`config.mk`:
```
export PLATFORM = sky130hd
export DESIGN_NAME = canip_top
export DESIGN_NICKNAME = d
export VERILOG_FILES = /design/src/hw/canip_pkg.sv /design/src/hw/canip_top.sv
export VERILOG_INCLUDE_DIRS = /design/src /design/src/hw
export SDC_FILE = /design/constraint.sdc
export NUM_CORES = 1
export LEC_CHECK = 0
export BUFFER_PORTS_ARGS = -buffer_cell sky130_fd_sc_hd__buf_2
export CAP_MARGIN = 10
export CORE_ASPECT_RATIO = 2
export CORE_MARGIN = 3
export CORE_UTILIZATION = 40
export CTS_CLUSTER_SIZE = 28
export DETAILED_ROUTE_END_ITERATION = 8
export GPL_TIMING_DRIVEN = 0
export HOLD_SLACK_MARGIN = 0.03
export SETUP_SLACK_MARGIN = 0.4
export SLEW_MARGIN = 20
export SYNTH_ARGS = -nofsm -noshare
export SYNTH_HDL_FRONTEND = slang
export SYNTH_SLANG_ARGS = --single-unit
```
`constraint.sdc`:
```
create_clock -name aclk -period 4.7 [get_ports aclk]
set_clock_uncertainty 0.05 [all_clocks]
set_input_delay 0.94 -clock aclk [delete_from_list [all_inputs] [get_ports aclk]]
set_output_delay 0.94 -clock aclk [all_outputs]
set_load 0.005 [all_outputs]
```
`src/hw/canip_map.svh`:
```
// register offsets, bit positions and reset values of the can irq block
// assumes byte addressing over a 32-bit axi4-lite bus
`ifndef CANIP_MAP_SVH
`define CANIP_MAP_SVH

`define CANIP_OFF_ENABLE 8'h00
`define CANIP_OFF_PRIO 8'h04
`define CANIP_OFF_TX_BUFFER_IRQ_ENABLE 8'h08
`define CANIP_OFF_BIE 8'h0C
`define CANIP_OFF_FLAG 8'h10
`define CANIP_OFF_MODE 8'h14
`define CANIP_OFF_PEND 8'h18

`define CANIP_ENABLE_RST 8'h00
`define CANIP_PRIO_RST 8'hFF
`define CANIP_ZERO8 8'h00
`define CANIP_ALL8 8'hFF

`define CANIP_B_IRX 7
`define CANIP_B_WAK 6
`define CANIP_B_ERR 5
`define CANIP_B_TX2 4
`define CANIP_B_TX1 3
`define CANIP_B_TX0 2
`define CANIP_B_RX1 1
`define CANIP_B_RX0 0

`define CANIP_LEGACY_ONLY 8'h0C
`define CANIP_BIT0_MASK 8'h01
`define CANIP_TX_BUFFER_IRQ_ENABLE_MASK 8'h1C
`define CANIP_MODE_BAD 2'h3

`define CANIP_RESP_OK 2'h0
`define CANIP_RESP_ERR 2'h2

`endif

```
`src/hw/canip_pkg.sv`:
```
// types shared by the can irq block
// assumes the map header carries all numbers
package canip_pkg;

  typedef enum logic [1:0] {
    canip_legacy = 2'b00,
    canip_enhanced = 2'b01,
    canip_fifo = 2'b10
  } canip_mode_t;

  // one-cycle event pulses from the can engine
  typedef struct packed {
    logic invalid_msg;
    logic bus_wake;
    logic module_error;
    logic [2:0] tx_done;
    logic [1:0] rx_done;
    logic [5:0] prog_done;
    logic fifo_wm;
  } canip_evt_t;

endpackage

```
`src/hw/canip_top.sv`:
```
// can interrupt enable, priority and buffer gating with axi4-lite registers
// assumes event pulses come from logic on aclk
//
// Functional notes
// - enable bit 7 gates invalid-message interrupt
// - enable bit 6 gates bus wake-up interrupt
// - enable bit 5 gates module error interrupt
// - legacy: enable bit 4 is tx buffer 2
// - other modes: bit 4 global tx enable
// - other modes: bit 1 global rx enable
// - legacy: bits 1,0 are rx buffers 1,0
// - bit 0 zero enhanced, fifo watermark in fifo
// - other modes hold bits 3,2 at zero
// - priority bit per source, resets to one
// - priority bits 4,1 for combined tx/rx
// - priority bit 0 rx0/watermark, zero enhanced
// - tx enable register bits 4-2 per buffer
// - other tx enable register bits read zero
// - buffer enable registers only in modes 1,2
// - tx irq needs own and global enable
// - buffer enable bits 7-2 programmable buffers
// - buffer enable bits 1-0 dedicated rx buffers
// - buffer enable needs global tx/rx enable
// - other modes: flag bit 4 on any tx done
// - fifo mode flag bit 0 at watermark
`timescale 1ns/1ps
`include "canip_map.svh"

module canip_top #(
  parameter int ADDR_W = 8
) (
  // clock and reset
  input wire logic aclk,
  input wire logic aresetn,
  // axi4-lite write address
  input wire logic [ADDR_W-1:0] s_axi_awaddr,
  input wire logic s_axi_awvalid,
  output logic s_axi_awready,
  // axi4-lite write data
  input wire logic [31:0] s_axi_wdata,
  input wire logic [3:0] s_axi_wstrb,
  input wire logic s_axi_wvalid,
  output logic s_axi_wready,
  // axi4-lite write response
  output logic [1:0] s_axi_bresp,
  output logic s_axi_bvalid,
  input wire logic s_axi_bready,
  // axi4-lite read
  input wire logic [ADDR_W-1:0] s_axi_araddr,
  input wire logic s_axi_arvalid,
  output logic s_axi_arready,
  output logic [31:0] s_axi_rdata,
  output logic [1:0] s_axi_rresp,
  output logic s_axi_rvalid,
  input wire logic s_axi_rready,
  // can engine events
  input wire canip_pkg::canip_evt_t can_evt,
  input wire logic [5:0] prog_is_tx,
  // interrupt requests to the core
  output logic irq_high,
  output logic irq_low
);

  // register state
  logic [7:0] enable_reg, prio_reg, tx_buffer_irq_enable_reg, bie_reg;
  canip_pkg::canip_mode_t mode_reg;
  logic irx_flag_reg, wak_flag_reg, err_flag_reg;
  logic [2:0] tx_pend_reg;
  logic [1:0] rx_pend_reg;
  logic [5:0] prog_pend_reg;
  logic fifo_pend_reg;

  // bus holding state
  logic [ADDR_W-1:0] aw_addr_reg;
  logic [7:0] w_data_reg;
  logic w_strb_reg;
  logic [31:0] w_full_data_reg;

  // mode views
  logic legacy, enhanced, fifo_mode;
  logic [7:0] view_mask, enable_eff, prio_eff, tx_buffer_irq_enable_eff, bie_eff;
  logic [7:0] flag_view, src_req;
  logic [11:0] pend_view;
  logic tx_any, rx_any, tx_gate, rx_gate;

  // write decode
  logic wr_go, wr_hit;
  logic [7:0] wr_off, rd_off, flag_clr;
  logic wr_en_sel, wr_prio_sel, wr_tx_buffer_irq_enable_sel, wr_bie_sel;
  logic wr_flag_sel, wr_mode_sel, wr_pend_sel;
  logic [11:0] pend_clr;
  logic [31:0] rd_data;
  logic rd_hit;

  assign legacy = (mode_reg == canip_pkg::canip_legacy);
  assign enhanced = (mode_reg == canip_pkg::canip_enhanced);
  assign fifo_mode = (mode_reg == canip_pkg::canip_fifo);

  // bits forced to zero outside legacy, bit 0 forced in enhanced
  always_comb begin
    view_mask = `CANIP_ALL8;
    if (!legacy) begin
      view_mask = view_mask & ~`CANIP_LEGACY_ONLY;
    end
    if (enhanced) begin
      view_mask = view_mask & ~`CANIP_BIT0_MASK;
    end
  end

  assign enable_eff = enable_reg & view_mask;
  assign prio_eff = prio_reg & view_mask;
  assign tx_buffer_irq_enable_eff = legacy ? `CANIP_ZERO8 : tx_buffer_irq_enable_reg;
  assign bie_eff = legacy ? `CANIP_ZERO8 : bie_reg;

  // combined buffer flags
  assign tx_any = (|tx_pend_reg) | (|(prog_pend_reg & prog_is_tx));
  assign rx_any = (|rx_pend_reg) | (|(prog_pend_reg & ~prog_is_tx));

  // per-buffer gating under the global enables
  always_comb begin
    tx_gate = enable_eff[`CANIP_B_TX2] & (
      (|(tx_pend_reg & tx_buffer_irq_enable_eff[4:2])) |
      (|(prog_pend_reg & prog_is_tx & bie_eff[7:2])));
    rx_gate = enable_eff[`CANIP_B_RX1] & (
      (|(rx_pend_reg & bie_eff[1:0])) |
      (|(prog_pend_reg & ~prog_is_tx & bie_eff[7:2])));
  end

  // flag view by functional mode
  always_comb begin
    flag_view = `CANIP_ZERO8;
    flag_view[`CANIP_B_IRX] = irx_flag_reg;
    flag_view[`CANIP_B_WAK] = wak_flag_reg;
    flag_view[`CANIP_B_ERR] = err_flag_reg;
    if (legacy) begin
      flag_view[`CANIP_B_TX2] = tx_pend_reg[2];
      flag_view[`CANIP_B_TX1] = tx_pend_reg[1];
      flag_view[`CANIP_B_TX0] = tx_pend_reg[0];
      flag_view[`CANIP_B_RX1] = rx_pend_reg[1];
      flag_view[`CANIP_B_RX0] = rx_pend_reg[0];
    end else begin
      flag_view[`CANIP_B_TX2] = tx_any;
      flag_view[`CANIP_B_RX1] = rx_any;
      flag_view[`CANIP_B_RX0] = fifo_mode & fifo_pend_reg;
    end
  end

  assign pend_view = {fifo_pend_reg, prog_pend_reg, rx_pend_reg, tx_pend_reg};

  // source requests
  always_comb begin
    src_req = flag_view & enable_eff;
    if (!legacy) begin
      src_req[`CANIP_B_TX2] = tx_gate;
      src_req[`CANIP_B_RX1] = rx_gate;
      src_req[`CANIP_B_RX0] = fifo_mode & fifo_pend_reg &
        enable_eff[`CANIP_B_RX0];
    end
  end

  // interrupt outputs
  always_ff @(posedge aclk) begin
    if (!aresetn) begin
      irq_high <= 1'b0;
      irq_low <= 1'b0;
    end else begin
      irq_high <= |(src_req & prio_eff);
      irq_low <= |(src_req & ~prio_eff);
    end
  end

  // write address channel
  always_ff @(posedge aclk) begin
    if (!aresetn) begin
      s_axi_awready <= 1'b1;
      aw_addr_reg <= '0;
    end else if (s_axi_awready && s_axi_awvalid) begin
      s_axi_awready <= 1'b0;
      aw_addr_reg <= s_axi_awaddr;
    end else if (wr_go) begin
      s_axi_awready <= 1'b1;
    end
  end

  // write data channel
  always_ff @(posedge aclk) begin
    if (!aresetn) begin
      s_axi_wready <= 1'b1;
      w_full_data_reg <= '0;
      w_strb_reg <= 1'b0;
    end else if (s_axi_wready && s_axi_wvalid) begin
      s_axi_wready <= 1'b0;
      w_full_data_reg <= s_axi_wdata;
      w_strb_reg <= s_axi_wstrb[0];
    end else if (wr_go) begin
      s_axi_wready <= 1'b1;
    end
  end

  assign w_data_reg = w_full_data_reg[7:0];
  assign wr_go = !s_axi_awready && !s_axi_wready && !s_axi_bvalid;
  assign wr_off = {aw_addr_reg[7:2], 2'b00};

  always_comb begin
    wr_hit = 1'b1;
    case (wr_off)
      `CANIP_OFF_ENABLE, `CANIP_OFF_PRIO, `CANIP_OFF_TX_BUFFER_IRQ_ENABLE,
      `CANIP_OFF_BIE, `CANIP_OFF_FLAG, `CANIP_OFF_MODE,
      `CANIP_OFF_PEND: wr_hit = 1'b1;
      default: wr_hit = 1'b0;
    endcase
    if (ADDR_W > 8 && |(aw_addr_reg >> 8)) begin
      wr_hit = 1'b0;
    end
  end

  assign wr_en_sel = wr_go && w_strb_reg && wr_off == `CANIP_OFF_ENABLE;
  assign wr_prio_sel = wr_go && w_strb_reg && wr_off == `CANIP_OFF_PRIO;
  assign wr_tx_buffer_irq_enable_sel = wr_go && w_strb_reg && wr_off == `CANIP_OFF_TX_BUFFER_IRQ_ENABLE;
  assign wr_bie_sel = wr_go && w_strb_reg && wr_off == `CANIP_OFF_BIE;
  assign wr_flag_sel = wr_go && w_strb_reg && wr_off == `CANIP_OFF_FLAG;
  assign wr_mode_sel = wr_go && w_strb_reg && wr_off == `CANIP_OFF_MODE;
  assign wr_pend_sel = wr_go && wr_off == `CANIP_OFF_PEND;

  // write response
  always_ff @(posedge aclk) begin
    if (!aresetn) begin
      s_axi_bvalid <= 1'b0;
      s_axi_bresp <= `CANIP_RESP_OK;
    end else if (wr_go) begin
      s_axi_bvalid <= 1'b1;
      s_axi_bresp <= wr_hit ? `CANIP_RESP_OK : `CANIP_RESP_ERR;
    end else if (s_axi_bready) begin
      s_axi_bvalid <= 1'b0;
    end
  end

  // enable and priority registers
  always_ff @(posedge aclk) begin
    if (!aresetn) begin
      enable_reg <= `CANIP_ENABLE_RST;
    end else if (wr_en_sel) begin
      enable_reg <= w_data_reg & view_mask;
    end
  end

  always_ff @(posedge aclk) begin
    if (!aresetn) begin
      prio_reg <= `CANIP_PRIO_RST;
    end else if (wr_prio_sel) begin
      prio_reg <= (w_data_reg & view_mask) | (prio_reg & ~view_mask);
    end
  end

  // buffer enable registers, writes ignored in legacy
  always_ff @(posedge aclk) begin
    if (!aresetn) begin
      tx_buffer_irq_enable_reg <= `CANIP_ZERO8;
    end else if (wr_tx_buffer_irq_enable_sel && !legacy) begin
      tx_buffer_irq_enable_reg <= w_data_reg & `CANIP_TX_BUFFER_IRQ_ENABLE_MASK;
    end
  end

  always_ff @(posedge aclk) begin
    if (!aresetn) begin
      bie_reg <= `CANIP_ZERO8;
    end else if (wr_bie_sel && !legacy) begin
      bie_reg <= w_data_reg;
    end
  end

  // functional mode, reserved code ignored
  always_ff @(posedge aclk) begin
    if (!aresetn) begin
      mode_reg <= canip_pkg::canip_legacy;
    end else if (wr_mode_sel && w_data_reg[1:0] != `CANIP_MODE_BAD) begin
      mode_reg <= canip_pkg::canip_mode_t'(w_data_reg[1:0]);
    end
  end

  // write-one-to-clear decode of the flag view
  always_comb begin
    flag_clr = wr_flag_sel ? w_data_reg : `CANIP_ZERO8;
    pend_clr = wr_pend_sel ? w_full_data_reg[11:0] : 12'h000;
    if (legacy) begin
      pend_clr[2:0] = pend_clr[2:0] | flag_clr[4:2];
      pend_clr[4:3] = pend_clr[4:3] | flag_clr[1:0];
    end else begin
      if (flag_clr[`CANIP_B_TX2]) begin
        pend_clr[2:0] = 3'h7;
        pend_clr[10:5] = pend_clr[10:5] | prog_is_tx;
      end
      if (flag_clr[`CANIP_B_RX1]) begin
        pend_clr[4:3] = 2'h3;
        pend_clr[10:5] = pend_clr[10:5] | ~prog_is_tx;
      end
      pend_clr[11] = pend_clr[11] | (fifo_mode & flag_clr[`CANIP_B_RX0]);
    end
  end

  // sticky event flags, set wins over clear
  always_ff @(posedge aclk) begin
    if (!aresetn) begin
      irx_flag_reg <= 1'b0;
      wak_flag_reg <= 1'b0;
      err_flag_reg <= 1'b0;
    end else begin
      irx_flag_reg <= (irx_flag_reg & ~flag_clr[`CANIP_B_IRX]) |
        can_evt.invalid_msg;
      wak_flag_reg <= (wak_flag_reg & ~flag_clr[`CANIP_B_WAK]) |
        can_evt.bus_wake;
      err_flag_reg <= (err_flag_reg & ~flag_clr[`CANIP_B_ERR]) |
        can_evt.module_error;
    end
  end

  always_ff @(posedge aclk) begin
    if (!aresetn) begin
      tx_pend_reg <= 3'h0;
      rx_pend_reg <= 2'h0;
      prog_pend_reg <= 6'h00;
      fifo_pend_reg <= 1'b0;
    end else begin
      tx_pend_reg <= (tx_pend_reg & ~pend_clr[2:0]) | can_evt.tx_done;
      rx_pend_reg <= (rx_pend_reg & ~pend_clr[4:3]) | can_evt.rx_done;
      prog_pend_reg <= (prog_pend_reg & ~pend_clr[10:5]) |
        can_evt.prog_done;
      fifo_pend_reg <= (fifo_pend_reg & ~pend_clr[11]) |
        (fifo_mode & can_evt.fifo_wm);
    end
  end

  // read mux
  assign rd_off = {s_axi_araddr[7:2], 2'b00};

  always_comb begin
    rd_data = 32'h0000_0000;
    rd_hit = 1'b1;
    case (rd_off)
      `CANIP_OFF_ENABLE: rd_data[7:0] = enable_eff;
      `CANIP_OFF_PRIO: rd_data[7:0] = prio_eff;
      `CANIP_OFF_TX_BUFFER_IRQ_ENABLE: rd_data[7:0] = tx_buffer_irq_enable_eff;
      `CANIP_OFF_BIE: rd_data[7:0] = bie_eff;
      `CANIP_OFF_FLAG: rd_data[7:0] = flag_view;
      `CANIP_OFF_MODE: rd_data[1:0] = mode_reg;
      `CANIP_OFF_PEND: rd_data[11:0] = pend_view;
      default: rd_hit = 1'b0;
    endcase
    if (ADDR_W > 8 && |(s_axi_araddr >> 8)) begin
      rd_hit = 1'b0;
      rd_data = 32'h0000_0000;
    end
  end

  // read channel
  always_ff @(posedge aclk) begin
    if (!aresetn) begin
      s_axi_arready <= 1'b1;
      s_axi_rvalid <= 1'b0;
      s_axi_rdata <= 32'h0000_0000;
      s_axi_rresp <= `CANIP_RESP_OK;
    end else if (s_axi_arready && s_axi_arvalid) begin
      s_axi_arready <= 1'b0;
      s_axi_rvalid <= 1'b1;
      s_axi_rdata <= rd_data;
      s_axi_rresp <= rd_hit ? `CANIP_RESP_OK : `CANIP_RESP_ERR;
    end else if (s_axi_rvalid && s_axi_rready) begin
      s_axi_rvalid <= 1'b0;
      s_axi_arready <= 1'b1;
    end
  end

endmodule

```
==> qor.yml, run 1 <==
status: "finished clean"
netlist_top_cells_count: "nand2_1 (99), dfxtp_1 (84), a21oi_1 (55)"
p_seq_share_pct: 45.9
die_x_um: 79.2
synth.distinct_cells: 59
final.setup.tns_ns: 0
ctsResizeCount: 0
final.fill_count: 1061
r2r_cells: 6
cap_viol_max_count: 0
finalSetupViolCount: 0
drtAntennaViolNets: 0
die-area_um2: 12100
worstSetupPathType: "flop to flop"
drc: 0
area_delta_synth_final_pct: 21.5
p_switching_uw: 430
clk_pin_slew_worst_paths_ns: 0.06
postPlaceCellArea_um2: 4890
core_um2: 10300
min_path_type: "flop to flop"
cts_root_buffer: "clkbuf_16"
p_per_area_nw_per_um2: 323
htreeDepth: 3
power_mw: 1.68
synthCells: 547
p_int_mw: 1.25
power_frac_comb_pct: 10.5
startpoint_type: "flop"
worst-path-max-fanout: 10
grt_use_total_pct: 24.9
yosysSeqAreaShare_pct: 39.3
ys.flop_type: "dfxtp_1"
synth_area_leaders: "dfxtp_1 (39%), nand2_1 (8.7%), a21oi_1 (6.4%)"
first_iter_violations: 304
timing.slew.headroom_pct: 43.9
ctsLongestPathBuffers: 2
cts_setup_buffers: 0
hold_viol_final: 0
synth_edf_count: 0
layout.nets: 730
period_share_pct: 53.1
die_h_um: 152
dp_hpwl_um: 11700
fin_crit_ns: 2.49
cts_tree: "built"
syn_area_per_cell_um2: 7.83
async_reset_ff_share_pct: 0
swShare_pct: 25.6
ys_seq_elements: 84
whs_path_depth: 2
final_max_slew_viol_count: 0
routedWlPerCell_um: 18.8
netlist_area_um2: 4280
tightest_slew_ns: 0.836
clk_latency_ns: 0.34
drive_gt1_share_pct: 20.6
initial_core_util_pct: 41.7
crit_path_end_kind: "flop"
gr-total-overflow: 0
yosysWarningCount: 0
fp-row-count: 52
power_leakage_nw: 2.11
clockPowerShare_pct: 43.6
gp_congestion: 0.900
arrival_ns: 2.65
synth_top_area_cell: "dfxtp_1"
postRouteWirelength_um: 14800
synth_most_common_cell: "nand2_1"
pin_count: 123
cts_buffers: 9
io_buffers: 71
vias: 4387
first_pass_iters: 5
postCtsHoldBufs: 0
fmax_mhz: 401
synth_top_area_share_pct: 39.3
grt_pass1_wl_um: 22900
grt_setup_unrepaired: "no"
ir_worst_vdd_v: 0.000234
grt_max_degree: 15
fin_area_um2: 5200
routed_via_density: 5.55
worstPathRequired_ns: 4.86
antennaDiodeCount: 0
cts.sinks: 84
fin_hold_ws_ns: 0.400
antenna_found_initial: 0
grt_pass1_vias: 4209
## cell usage in the layout (no fill, tap or decap), types with 8 or more instances in the layout
master     Yosys  final
a31oi_1       13     13
clkbuf_1      25     25
dfxtp_1       84     84
nand3_1       40     40
o21ai_0       35     35
nand2_1       99     99
buf_4         22     22
nor2_1        15     15
buf_2          3     74
mux2i_1       18     18
conb_1         1     22
clkbuf_16      0      9
a21oi_1       55     55
inv_1         17     17
nor3_1         8      8
## worst max-delay path: stages, from the launching register on
cell and delay, ns:
dfxtp_1 0.30, clkbuf_1 0.25, nor2_1 0.72, clkbuf_1 0.55
a31oi_1 0.12, o21ai_0 0.26, a31oi_1 0.12
## power by group through the flow
| stage | logic, mW | registers [mW] | clock network [mW] |
|---|---|---|---|
| finish | 0.177 | 0.771 | 0.733 |
| global route | 0.197 | 0.774 | 0.773 |
| CTS | 0.177 | 0.771 | 0.745 |
| detailed placement | 0.176 | 0.787 | 0 |
| global placement | 0.174 | 0.786 | 0 |
| floorplan | 0.108 | 0.772 | 0 |
## kinds of logic after synthesis
family,after synthesis,share of synthesized area [%]
flip-flops,84,39.3
other,1,0.0876
AND/OR/NAND/NOR,212,24.1
multiplexers,23,5.52
buffers and inverters,76,9.06
AO/OA/AOI/OAI,151,22.0
## worst paths after layout
path	slack, ns	end	from
setup / recovery	2.21	s_axi_rdata[4]$_SDFFE_PN0P_	mode_reg[0]$_SDFFE_PN0P_
hold / removal	0.40	s_axi_rdata[8]$_SDFFE_PN0P_	s_axi_rdata[8]$_SDFFE_PN0P_
setup reg to reg	2.21	s_axi_rdata[4]$_SDFFE_PN0P_	mode_reg[0]$_SDFFE_PN0P_
hold reg to reg	0.40	s_axi_rdata[8]$_SDFFE_PN0P_	s_axi_rdata[8]$_SDFFE_PN0P_
## through the flow
step / utilization, % / std cells / setup slack (ns)
4_1_cts: 50.6 / 790 / 2.24
2_1_floorplan: - / 568 / 2.37
3_5_place_dp: 47.6 / 774 / 1.90
6_report: 50.6 / 790 / 2.21
5_1_grt: 50.6 / 790 / 2.12
3_3_place_gp: 47.5 / 774 / 1.87
## per-layer routing
layer | GRT usage (%) | vias to the layer above | routed length (µm)
met2 | 45.1 | 189 | 7880
met3 | 3.37 | 49 | 837
met4 | 15.7 | 0 | 950
met5 | 0 | - | 0
li1 | - | 2122 | -
met1 | 26.2 | 2027 | 5160
## final cells by class
class	instances	area, µm²	share of cell area (%)
clock buffer	11	253	4.86
multi-input combinational	408	2300	44.2
inverter	18	67.6	1.30
tap	135	169	3.25
sequential	84	1680	32.3
clock inverter	5	58.8	1.13
buffer	58	320	6.16
timing repair buffer	71	355	6.83
Power figures use the tool's default switching activity.
==> run 2, diff against run 1 <==
- PLACE_DENSITY: default -> 0.67
- clock period: 4.7 -> 2.2 ns (I/O delays scaled with it)
==> run 2 against run 1 <==
Final area grew 7.3%. First-iteration DRC count rose by 22%. Cell count grew 2.3%. Largest power group is now the clock network.
==> qor.yml, run 2 (same netlist as run 1, synthesis figures left out) <==
finalSetupViolCount: 0  # unchanged
cts_root_buffer: "clkbuf_16"
fin_crit_ns: 1.84  # -0.654 ns
power_leakage_nw: 2.36  # +11%
cap_viol_max_count: 0  # unchanged
p_per_area_nw_per_um2: 668  # +110%
pin_count: 123  # unchanged
gp_congestion: 0.901  # +0.12%
first_pass_iters: 5  # unchanged
vias: 4506  # +2.7%
drtAntennaViolNets: 0  # unchanged
status: "finished clean"
slowest_stage: "dfxtp_1"
grt_use_total_pct: 25.7  # +0.71 points
hold_viol_final: 0  # unchanged
grt_setup_unrepaired: "yes"
antenna_found_initial: 0  # unchanged
cts.sinks: 84  # unchanged
mostFrequentLayoutCells: "nand2_1 (98), dfxtp_1 (79), buf_2 (72)"
initial_core_util_pct: 41.7  # unchanged
final_max_slew_viol_count: 0  # unchanged
die_h_um: 152  # unchanged
antennaDiodeCount: 0  # unchanged
worst-path-max-fanout: 10  # unchanged
fin_area_um2: 5580  # +7.3%
clk_pin_slew_worst_paths_ns: 0.06  # about the same
crit_family: "simple AND/OR/NAND/NOR gates"
cts_buffers: 9  # unchanged
layout_commonest_cell: "nand2_1"
grt_max_degree: 15  # unchanged
cts_tree: "built"
layout.nets: 748  # +2.5%
arrival_ns: 1.98  # -0.67 ns
period_share_pct: 83.7  # +31 points
worstSetupPathType: "flop to flop"
grt_pass1_vias: 4350  # +3.3%
startpoint_type: "flop"
fmax_mhz: 543  # +36%
postRouteWirelength_um: 15500  # +4.5%
drc: 0  # unchanged
crit_buf_inv: 1  # -1
core_um2: 10300  # unchanged
ir_worst_vdd_v: 0.000460  # +96%
clk_latency_ns: 0.34  # about the same
grt_pass1_wl_um: 23500  # +2.5%
gr-total-overflow: 0  # unchanged
final_core_utilization_pct: 54.3  # +3.7 points
routed_via_density: 5.58  # +0.42%
timing.slew.headroom_pct: 45.9  # +2.0 points
crit_chain: "nor2b_1 -> nand4_1 -> clkbuf_8 -> o21ai_0 -> nand3_1"
ctsLongestPathBuffers: 2  # unchanged
crit_path_end_kind: "flop"
fp-row-count: 52  # unchanged
die_x_um: 79.2  # unchanged
first_iter_violations: 370  # +22%
min_path_type: "input port to flop"
drive_gt1_share_pct: 27.8  # +7.2 points
routedWlPerCell_um: 19.2  # +2.1%
slowest_delay_ns: 0.46  # -0.26 ns
area_delta_synth_final_pct: 30.4
postCtsHoldBufs: 0  # unchanged
postPlaceCellArea_um2: 4890  # -0.10%
die-area_um2: 12100  # unchanged
tightest_slew_ns: 0.806  # -0.0300 ns
io_buffers: 71  # unchanged
htreeDepth: 3  # unchanged
worstPathRequired_ns: 2.34  # -2.52 ns
final.setup.tns_ns: 0  # unchanged
dp_hpwl_um: 11700  # -0.28%
[run 2: cell count changes in the layout (fill, tap and decap cells not counted), moves of 4 or more]
cell and change:
buf_4 +16, o21ai_1 +5, o21ai_0 -6, nor3_1 -4
clkbuf_1 -9, a21boi_0 -4, buf_6 +4, dfxtp_1 -5
dfxtp_2 +5
[run 2: what timing repair did]
item | CTS | global route
pin swaps | 6 | 26
setup buffers | 6 | 10
endpoints found under the setup margin | 47 | 46
gates resized for setup | 35 | 42
hold endpoints to repair | 0 | 0
gates cloned | 0 | 2
[run 2: area by class of cell]
cell class,count,area (µm²)
Multi-Input combinational cell,408,2450
Tap cell,135,169
Buffer,58,393
Clock buffer,10,239
Sequential cell,84,1690
Timing Repair Buffer,89,492
Fill cell,1022,4700
Inverter,18,67.6
Clock inverter,6,86.3
[run 2: report_power, final]
group          leakage (nW)  switching (mW)  total [mW]  internal [mW]
sequential            0.688          0.0780        1.65           1.58
combinational          1.51           0.239       0.413          0.173
clock                 0.159           0.638        1.66           1.03
total                  2.36           0.955        3.73           2.77
[run 2: layer usage]
| layer | part of all wire, % | global-route usage, % | vias up |
|---|---|---|---|
| met1 | 34 | 25.7 | 2124 |
| met3 | 5.5 | 4.20 | 49 |
| met5 | 0 | 0 | - |
| li1 | - | - | 2157 |
| met2 | 54 | 47.6 | 176 |
| met4 | 6.1 | 15.2 | 0 |
[run 2: worst paths after layout]
kind	startpoint	to	slack (ns)	cells past startpoint
hold reg to reg	s_axi_rdata[11]$_SDFFE_PN0P_	s_axi_rdata[11]$_SDFFE_PN0P_	0.40	2
setup reg to reg	w_strb_reg$_SDFFE_PN0P_	flop	0.36	5
setup / recovery	w_strb_reg$_SDFFE_PN0P_	flop	0.36	5
hold / removal	can_evt[10]	tx_pend_reg[1]$_SDFF_PN0_	0.24	2
[run 2: metrics by stage]
stage | total power [mW] | hold slack (ns) | setup WS, ns | cells
finish | 3.73 | 0.244 | 0.359 | 808
global route | 3.85 | 0.256 | 0.316 | 808
CTS | 3.71 | 0.257 | 0.296 | 796
detailed placement | 2.06 | 0.392 | -0.0684 | 774
global placement | 2.05 | 0.391 | -0.0604 | 774
floorplan | 1.88 | 0.384 | 0.390 | 568
